[src/hdl/dtc_pkg.sv]
`default_nettype none
package dtc_pkg;
    // Primary and extended operation codes
    localparam logic [5:0] DTC_OPC_REG      = 6'h1F;
    localparam logic [5:0] DTC_OPC_IMM      = 6'h02;
    localparam logic [9:0] DTC_XO_TRAP_DW   = 10'h044;
    // Instruction field positions (bit 0 is the instruction lsb)
    localparam int DTC_OPC_LSB  = 26;
    localparam int DTC_MASK_LSB = 21;
    localparam int DTC_RA_LSB   = 16;
    localparam int DTC_RB_LSB   = 11;
    localparam int DTC_XO_LSB   = 1;
    localparam int DTC_IMM_W    = 16;
    // Condition mask bit positions
    localparam int DTC_C_SLT = 4;
    localparam int DTC_C_SGT = 3;
    localparam int DTC_C_EQ  = 2;
    localparam int DTC_C_ULT = 1;
    localparam int DTC_C_UGT = 0;
    localparam int DTC_NUM_COND = 5;
    // Values after reset
    localparam logic       DTC_FLAG_RST = 1'h0;
    localparam logic [4:0] DTC_IDX_RST  = 5'h00;
endpackage
`default_nettype wire

[src/hdl/dtc_compare.sv]
`default_nettype none
module dtc_compare
    import dtc_pkg::*;
#(
    parameter int XLEN = 64
)(
    // Operands
    input  wire logic [XLEN-1:0]         op_a_i,
    input  wire logic [XLEN-1:0]         op_b_i,
    // Outcomes, indexed by mask position
    output logic      [DTC_NUM_COND-1:0] cond_o
);
    always_comb
    begin
        cond_o            = '0;
        cond_o[DTC_C_SLT] = $signed(op_a_i) < $signed(op_b_i);
        cond_o[DTC_C_SGT] = $signed(op_a_i) > $signed(op_b_i);
        cond_o[DTC_C_EQ]  = op_a_i == op_b_i;
        cond_o[DTC_C_ULT] = op_a_i < op_b_i;
        cond_o[DTC_C_UGT] = op_a_i > op_b_i;
    end
endmodule
`default_nettype wire

[src/hdl/dtc_doubleword_trap_check.sv]
`default_nettype none
module dtc_doubleword_trap_check
    import dtc_pkg::*;
#(
    parameter int  XLEN    = 64,
    parameter bit  IS_64   = 1'b1
)(
    // Clock and reset
    input  wire logic            sys_clk_i,
    input  wire logic            rst_b_i,
    // Issue
    input  wire logic            issue_valid_i,
    input  wire logic [31:0]     instr_i,
    input  wire logic [XLEN-1:0] first_source_reg_i,
    input  wire logic [XLEN-1:0] second_source_reg_i,
    // Decode view to register file
    output logic      [4:0]      first_source_idx_o,
    output logic      [4:0]      second_source_idx_o,
    // Results
    output logic                 trap_o,
    output logic                 illegal_o,
    output logic                 done_o
);
    // ********************************
    // Decode
    // ********************************
    logic                    is_reg;
    logic                    is_imm;
    logic                    is_trap;
    logic [4:0]              trap_condition_mask;
    logic [DTC_IMM_W-1:0]    signed_immediate;
    logic [XLEN-1:0]         imm_ext;
    logic [XLEN-1:0]         op_b;
    logic [DTC_NUM_COND-1:0] cond;
    logic [DTC_NUM_COND-1:0] sel;
    logic                    hit;

    // ********************************
    // Result registers
    // ********************************
    logic                    done_q;
    logic                    done_d;
    logic                    illegal_q;
    logic                    illegal_d;
    logic                    trap_q;
    logic                    trap_d;
    logic [4:0]              first_idx_q;
    logic [4:0]              first_idx_d;
    logic [4:0]              second_idx_q;
    logic [4:0]              second_idx_d;

    // Register form also checks extended opcode and a clear record bit
    assign is_reg = (instr_i[31:DTC_OPC_LSB] == DTC_OPC_REG)
                 && (instr_i[10:DTC_XO_LSB] == DTC_XO_TRAP_DW)
                 && !instr_i[0];
    assign is_imm = (instr_i[31:DTC_OPC_LSB] == DTC_OPC_IMM);

    // Anything else on the issue port is left to other units
    assign is_trap = issue_valid_i && (is_reg || is_imm);

    // Fixed fields, same place in both forms
    assign trap_condition_mask = instr_i[25:DTC_MASK_LSB];
    assign signed_immediate    = instr_i[DTC_IMM_W-1:0];

    // ********************************
    // Operand select
    // ********************************
    // Sign bit replicated so negative immediates compare as negative
    assign imm_ext = {{(XLEN-DTC_IMM_W){signed_immediate[DTC_IMM_W-1]}},
                      signed_immediate};
    // Immediate form never looks at the second register value
    assign op_b = is_imm ? imm_ext : second_source_reg_i;

    // ********************************
    // Compare
    // ********************************
    // All five outcomes at once; the mask decides which ones count
    dtc_compare #(
        .XLEN   (XLEN)
    ) i_dtc_compare (
        .op_a_i (first_source_reg_i),
        .op_b_i (op_b),
        .cond_o (cond)
    );

    // ********************************
    // Condition mask
    // ********************************
    // Field msb (instruction bit 25) selects signed less-than
    generate
        for (genvar g = 0; g < DTC_NUM_COND; g++)
        begin : g_mask
            assign sel[g] = trap_condition_mask[g] & cond[g];
        end
    endgenerate

    assign hit = |sel;

    // ********************************
    // Next values
    // ********************************
    // Recognised instruction, whatever the outcome
    always_comb
    begin
        done_d = is_trap;
    end

    // Narrow cores flag every recognised instruction illegal and ignore the compare outcome
    always_comb
    begin
        illegal_d = is_trap && !IS_64;
    end

    // Trap only on wide cores and only for a selected outcome
    always_comb
    begin
        trap_d = is_trap && IS_64 && hit;
    end

    // Index copies follow the word every cycle, valid or not
    always_comb
    begin
        first_idx_d = instr_i[20:DTC_RA_LSB];
    end

    // In the immediate form this is immediate bits, not an index
    always_comb
    begin
        second_idx_d = instr_i[15:DTC_RB_LSB];
    end

    // ********************************
    // Result flops
    // ********************************
    // Completion pulse
    always_ff @(posedge sys_clk_i or negedge rst_b_i)
    begin
        if (!rst_b_i)
        begin
            done_q <= DTC_FLAG_RST;
        end
        else
        begin
            done_q <= done_d;
        end
    end

    // Illegal-instruction pulse
    always_ff @(posedge sys_clk_i or negedge rst_b_i)
    begin
        if (!rst_b_i)
        begin
            illegal_q <= DTC_FLAG_RST;
        end
        else
        begin
            illegal_q <= illegal_d;
        end
    end

    // Trap pulse
    always_ff @(posedge sys_clk_i or negedge rst_b_i)
    begin
        if (!rst_b_i)
        begin
            trap_q <= DTC_FLAG_RST;
        end
        else
        begin
            trap_q <= trap_d;
        end
    end

    // First source index
    always_ff @(posedge sys_clk_i or negedge rst_b_i)
    begin
        if (!rst_b_i)
        begin
            first_idx_q <= DTC_IDX_RST;
        end
        else
        begin
            first_idx_q <= first_idx_d;
        end
    end

    // Second source index
    always_ff @(posedge sys_clk_i or negedge rst_b_i)
    begin
        if (!rst_b_i)
        begin
            second_idx_q <= DTC_IDX_RST;
        end
        else
        begin
            second_idx_q <= second_idx_d;
        end
    end

    // ********************************
    // Outputs
    // ********************************
    // Straight from the flops, no logic after them
    assign done_o              = done_q;
    assign illegal_o           = illegal_q;
    assign trap_o              = trap_q;
    assign first_source_idx_o  = first_idx_q;
    assign second_source_idx_o = second_idx_q;
endmodule
`default_nettype wire

[config.mk]
export PLATFORM = sky130hd
export DESIGN_NAME = dtc_doubleword_trap_check
export DESIGN_NICKNAME = d
export VERILOG_FILES = /design/src/hdl/dtc_pkg.sv /design/src/hdl/dtc_compare.sv /design/src/hdl/dtc_doubleword_trap_check.sv
export SDC_FILE = /design/constraint.sdc
export NUM_CORES = 1
export LEC_CHECK = 0
export ABC_AREA = 1
export BUFFER_PORTS_ARGS = -buffer_cell sky130_fd_sc_hd__buf_2
export CAP_MARGIN = 40
export CORE_AREA = 2 2 83 85
export CTS_BUF_LIST = sky130_fd_sc_hd__clkbuf_8 sky130_fd_sc_hd__clkbuf_16
export CTS_CLUSTER_DIAMETER = 100
export DETAILED_ROUTE_END_ITERATION = 10
export DIE_AREA = 0 0 85 87
export GPL_TIMING_DRIVEN = 0
export HOLD_SLACK_MARGIN = 0.08
export PLACE_DENSITY = 0.93
export SLEW_MARGIN = 25
export SYNTH_ARGS = -nofsm -noshare
export SYNTH_HDL_FRONTEND = slang
export SYNTH_HIERARCHICAL = 1
export SYNTH_SLANG_ARGS = --single-unit
[constraint.sdc]
create_clock -name sys_clk_i -period 0.8 [get_ports sys_clk_i]
set_input_delay 0.08 -clock sys_clk_i [delete_from_list [all_inputs] [get_ports sys_clk_i]]
set_output_delay 0.08 -clock sys_clk_i [all_outputs]
set_load 0.02 [all_outputs]
* After elaboration in Yosys (flattened, before gate mapping) *
Cells that the tools add are included.

operators by class
  equal/unequal tests = 4
  reductions and logical operators = 7
  order comparisons = 4
  bitwise logic cells = 5
  mux-type cells = 1

operators with widths
  operator                                         count
  greater-than comparator 64 bit                   2
  < comparator 64 bit                              2
  == test 64 bit                                   1
  two-way mux 64 bit                               1
  == test 10 x 7 -> 1 bit (second input constant)  1
  == test 6 x 2 -> 1 bit (second input constant)   1
  == test 6 x 5 -> 1 bit (second input constant)   1
  bitwise AND 1 bit                                5
  OR reduction 5 bit                               1
  logical AND 1 bit                                4
  logical NOT 1 bit                                1
  logical OR 1 bit                                 1

storage, ports and cells
  word-level logic and storage cells = 25
  output and inout port bits = 13
  register bits = 12
  bits of input ports = 163

* Depth between registers and ports, before layout *
  word-level depth = 6
  mapped depth = 27
  depth with buffers taken out = 27

* Hierarchy *
Netlist, hierarchy kept.

modules (own cells, without submodules)
  module                     cells an instance  times used  area an instance (um^2)  seq. area each (um^2)
  dtc_compare                283                1           1,734.2                  0.0
  dtc_doubleword_trap_check  200                1           1,058.5                  300.3

* Least setup slack after synthesis *
OpenSTA, ideal clock, no wires.

  path kind = input-to-reg
  from = input instr_i[26]
  to = register trap_q, in the netlist trap_o
  path buffers = 2
  cell stages on the path = 18
  required time = 683 ps
  arrival = 2,133 ps
  slack = -1,449 ps
  path through = nor2_1 > nand3_2 > inv_2 > nand2_2 > buf_6 > buf_6 > nand2_1 > inv_1 > ha_1 > nand2_2 > nor4_2 > nand2_1 > nor2_2 > and3_2 > nor2_1 > a22o_1 > nor2_1 > nor2_1

on the way
  word-level cells in the longest chain between the ends = 6
  elaborated cells between the ends (all ways) = 19
  classes of those cells = 4 x order compare; 3 x eq/ne; 1 x mux; 5 x bitwise; 6 x reduce/logical

ends and longest elaborated chain
  element                 RTL line                          text
  start: declaration      dtc_doubleword_trap_check.sv:13   input wire logic [31:0] instr_i,
  == test 6 x 2 -> 1 bit  dtc_doubleword_trap_check.sv:56   assign is_imm = (instr_i[31:DTC_OPC_LSB] == DTC_OPC_IMM);
  two-way mux 64 bit      dtc_doubleword_trap_check.sv:72   assign op_b = is_imm ? imm_ext : second_source_reg_i;
  named net op_b[55]      dtc_doubleword_trap_check.sv:33   logic [XLEN-1:0] op_b;
  == test 64 bit          dtc_compare.sv:18                 cond_o[DTC_C_EQ] = op_a_i == op_b_i;
  named net cond[2]       dtc_doubleword_trap_check.sv:34   logic [DTC_NUM_COND-1:0] cond;
  bitwise AND 1 bit       dtc_doubleword_trap_check.sv:93   assign sel[g] = trap_condition_mask[g] & cond[g];
  OR reduction 5 bit      dtc_doubleword_trap_check.sv:97   assign hit = |sel;
  logical AND 1 bit       dtc_doubleword_trap_check.sv:117  trap_d = is_trap && IS_64 && hit;
  named net trap_d        dtc_doubleword_trap_check.sv:46   logic trap_d;
  end signal: assignment  dtc_doubleword_trap_check.sv:170  trap_q <= trap_d;
  end: declaration        dtc_doubleword_trap_check.sv:45   logic trap_q;

The timed path passes the listed nets, and every way through them passes these cells.

* Final worst setup path *
  from = input instr_i[28]
  to = register trap_q, in the netlist trap_o

on the way
  word-level cells in the longest chain between the ends = 6
  elaborated cells between the ends (all ways) = 19
  classes of those cells = 4 x order compare; 3 x eq/ne; 1 x mux; 5 x bitwise; 6 x reduce/logical

ends and longest elaborated chain
  element                 RTL line                          text
  == test 6 x 2 -> 1 bit  dtc_doubleword_trap_check.sv:56
  two-way mux 64 bit      dtc_doubleword_trap_check.sv:72
  named net op_b[7]       dtc_doubleword_trap_check.sv:33
  < comparator 64 bit     dtc_compare.sv:19                 cond_o[DTC_C_ULT] = op_a_i < op_b_i;
  named net cond[1]       dtc_doubleword_trap_check.sv:34
  bitwise AND 1 bit       dtc_doubleword_trap_check.sv:93
  OR reduction 5 bit      dtc_doubleword_trap_check.sv:97
  logical AND 1 bit       dtc_doubleword_trap_check.sv:117
  named net trap_d        dtc_doubleword_trap_check.sv:46

The timed path passes the listed nets, and every way through them passes these cells.

==> out/qor.csv <==
metric;value;unit
p_leak;2.92;nW
core_area;6570;µm²
clk_pin_slew;0.06;ns
critPathArrivalTime;2.50;ns
syn-mean-instance-area;5.78;µm²
nets;910;
cts_root_buffer;clkbuf_8;
worstPathCellList;buf_6 -> nor2_4 -> nand3_4 -> inv_4 -> buf_6 -> buf_8 -> nand2_1 -> nand2_1 -> inv_1 -> ha_1 -> a21o_1 -> nor2_1 -> nand2_1 -> nand2_1 -> nand2_1 -> nand2_1 -> nand2_1 -> nand2_2 -> nand2_2 -> inv_2 -> nor2_1 -> a22o_1 -> nor2_1 -> nor2_1;
ys_ff_latch;12;
die_x;85;µm
critPathSlowestCell;ha_1;
place_congestion;0.897;
grt_pass1_vias;3693;
grt_usage;25.1;%
h-tree-depth;1;
rows;30;
drive_above_1_share;41.2;%
dpl.hpwl;7140;µm
dieArea;7400;µm²
drv_slew;0;
fin_crit;2.36;ns
fin_crit_sh;295;%
synth-async-reset-ratio;100;%
startpoint;instr_i[28];
synth_cell_types;26;
max_freq;423;MHz
synth_nets;710;
critPathMaxFanout;5;
ys_top_cells_by_count;nand2_1 (207), inv_1 (85), ha_1 (64), a21oi_1 (29), nor2_1 (26);
area_growth_syn_to_layout;66.5;%
placed_cell_area;3780;µm²
cts_tree;yes;
port_buffers;174;
synth_ff_type;dfrtp_1;
overflow;0;
grt_pass1_wl;15400;µm
power.density;735;nW/µm²
dp.cells;737;
worstSetupPathType;input port to flop;
route.detailed.drc;0;
failed_checks;setup timing;
final-hold-violation-count;0;
hold_start;instr_i[24];
postRouteAntennaNets;0;
routed_wl;10700;µm
slowest_delay;0.31;ns
synth_cells;483;
cpMostUsedCell;nand2_1;
cts_buffer_depth;2;
synth_largest_area_cell;ha_1;
stdcell_count;762;
rsz0062_at_grt;yes;
antenna_found_initial;0;
hold_class;input port to flop;
pin_count;176;
dieHeight;87;µm
yosysWarnings;6;
viasPerCell;5.06;
final_util;70.8;%
start_util;42.5;%
fin_area;4650;µm²
synth_top_area_share;28.7;%
cts_sinks;12;
max-cap-violations;0;
end_kind;flop;
synthMostInstantiatedCell;nand2_1;
vias;3854;
synth.yosys.seq_area_share;10.8;%
antennaDiodeCount;0;
syn_area;2790;µm²
outcome;finished, violations left;
required;0.94;ns
first_iter_violations;195;
ir_drop;0.00120;V
setup_ws;-1.56;ns
synthTopCellsByArea;ha_1 (29%), nand2_1 (28%), inv_1 (11%);
startpoint_type;input port;
wl_per_cell;14.1;µm
synth_edf_count;0;
grt_max_degree;13;
drtPass1Iterations;6;
setup-violations-final;13;
cts_made_buffers;3;
crit_end;trap_o$_DFF_PN0_;
## routing by layer
layer,GRT usage [%],wire [µm],up-vias
met2,50.3,5460,234
met3,2.09,917,40
met4,7.94,353,0
met5,0,0,-
met1,27.5,3980,1693
li1,-,-,1887
## through the flow
step / power (W) / hold WS [ns] / setup slack (ns) / setup TNS (ns)
after detailed placement: 0.00223 / -0.0323 / -2.03 / -2.30
after global routing: 0.00369 / 0.204 / -1.75 / -2.29
after global placement: 0.00215 / -0.0424 / -1.99 / -2.23
final: 0.00342 / 0.184 / -1.56 / -1.95
after floorplan: 0.00157 / -0.216 / -1.42 / -1.42
after CTS: 0.00312 / 0.167 / -1.47 / -1.73
## critical path, delay by kind of cell
kind	cells	cell delay (ns)
AOI/OAI and AO/OA	2	0.41
adders and majority gates	1	0.31
buffers and inverters	6	0.55
and+or+nand+nor	15	1.14
## registers in the layout, summed over array words and instances (netlist names)
name                 cells
second_source_idx_o      5
first_source_idx_o       5
done_o                   1
trap_o                   1
## area by class of cell
class,instances,area (µm²)
buffer,13,134
fill,494,1920
tap,80,100
clock buffer,4,55.1
sequential,12,300
multi-input combinational,370,2500
timing repair buffer,196,1220
inverter,87,332
## kinds of logic (layout without fill, tap and decap cells)
logic type	count (synthesis)	in the layout	share of synthesized area, %
AND/OR/NAND/NOR	260	260	37.3
flip-flops	12	12	10.8
buffers and inverters	101	300	14.5
AO/OA/AOI/OAI	45	45	8.65
adder cells (fa/ha/maj)	64	64	28.7
other	1	1	0.134
## worst min path at each step
stage                                       to  slack [ns]  depth (start not counted)
2_1_floorplan                 done_o$_DFF_PN0_       -0.22                          0
3_3_place_gp   first_source_idx_o[3]$_DFF_PN0_       -0.04                          1
3_5_place_dp   first_source_idx_o[0]$_DFF_PN0_       -0.03                          1
4_1_cts                       trap_o$_DFF_PN0_        0.17                          5
5_1_grt                       trap_o$_DFF_PN0_        0.20                          4
6_report                      trap_o$_DFF_PN0_        0.18                          5
## layout by cell type, fill, tap and decap left out, drive strengths merged, types with 3 or more instances in the layout
cell type / count
a21oi: 29
buf: 195
clkbuf: 6
dfrtp: 12
dlygate4sd3: 12
ha: 64
inv: 87
nand2: 210
nand3: 12
nand4: 5
nor2: 29
o21a: 3
o21ai: 10
## repair_timing
| item | 4_1_cts | 5_1_grt |
|---|---|---|
| pin swaps | 25 | 32 |
| endpoints found under the setup margin | 14 | 13 |
| hold buffers | 12 | 0 |
| endpoints found under the hold margin | 23 | 0 |
| gates cloned | 1 | 1 |
| setup buffers | 7 | 1 |
| resized for setup | 82 | 62 |
## power by group
group          switching (W)  internal, W
logic                0.00105      0.00104
clock network       0.000242     0.000436
registers          0.0000142     0.000634
total                0.00131      0.00211
Power figures use the tool's default switching activity.
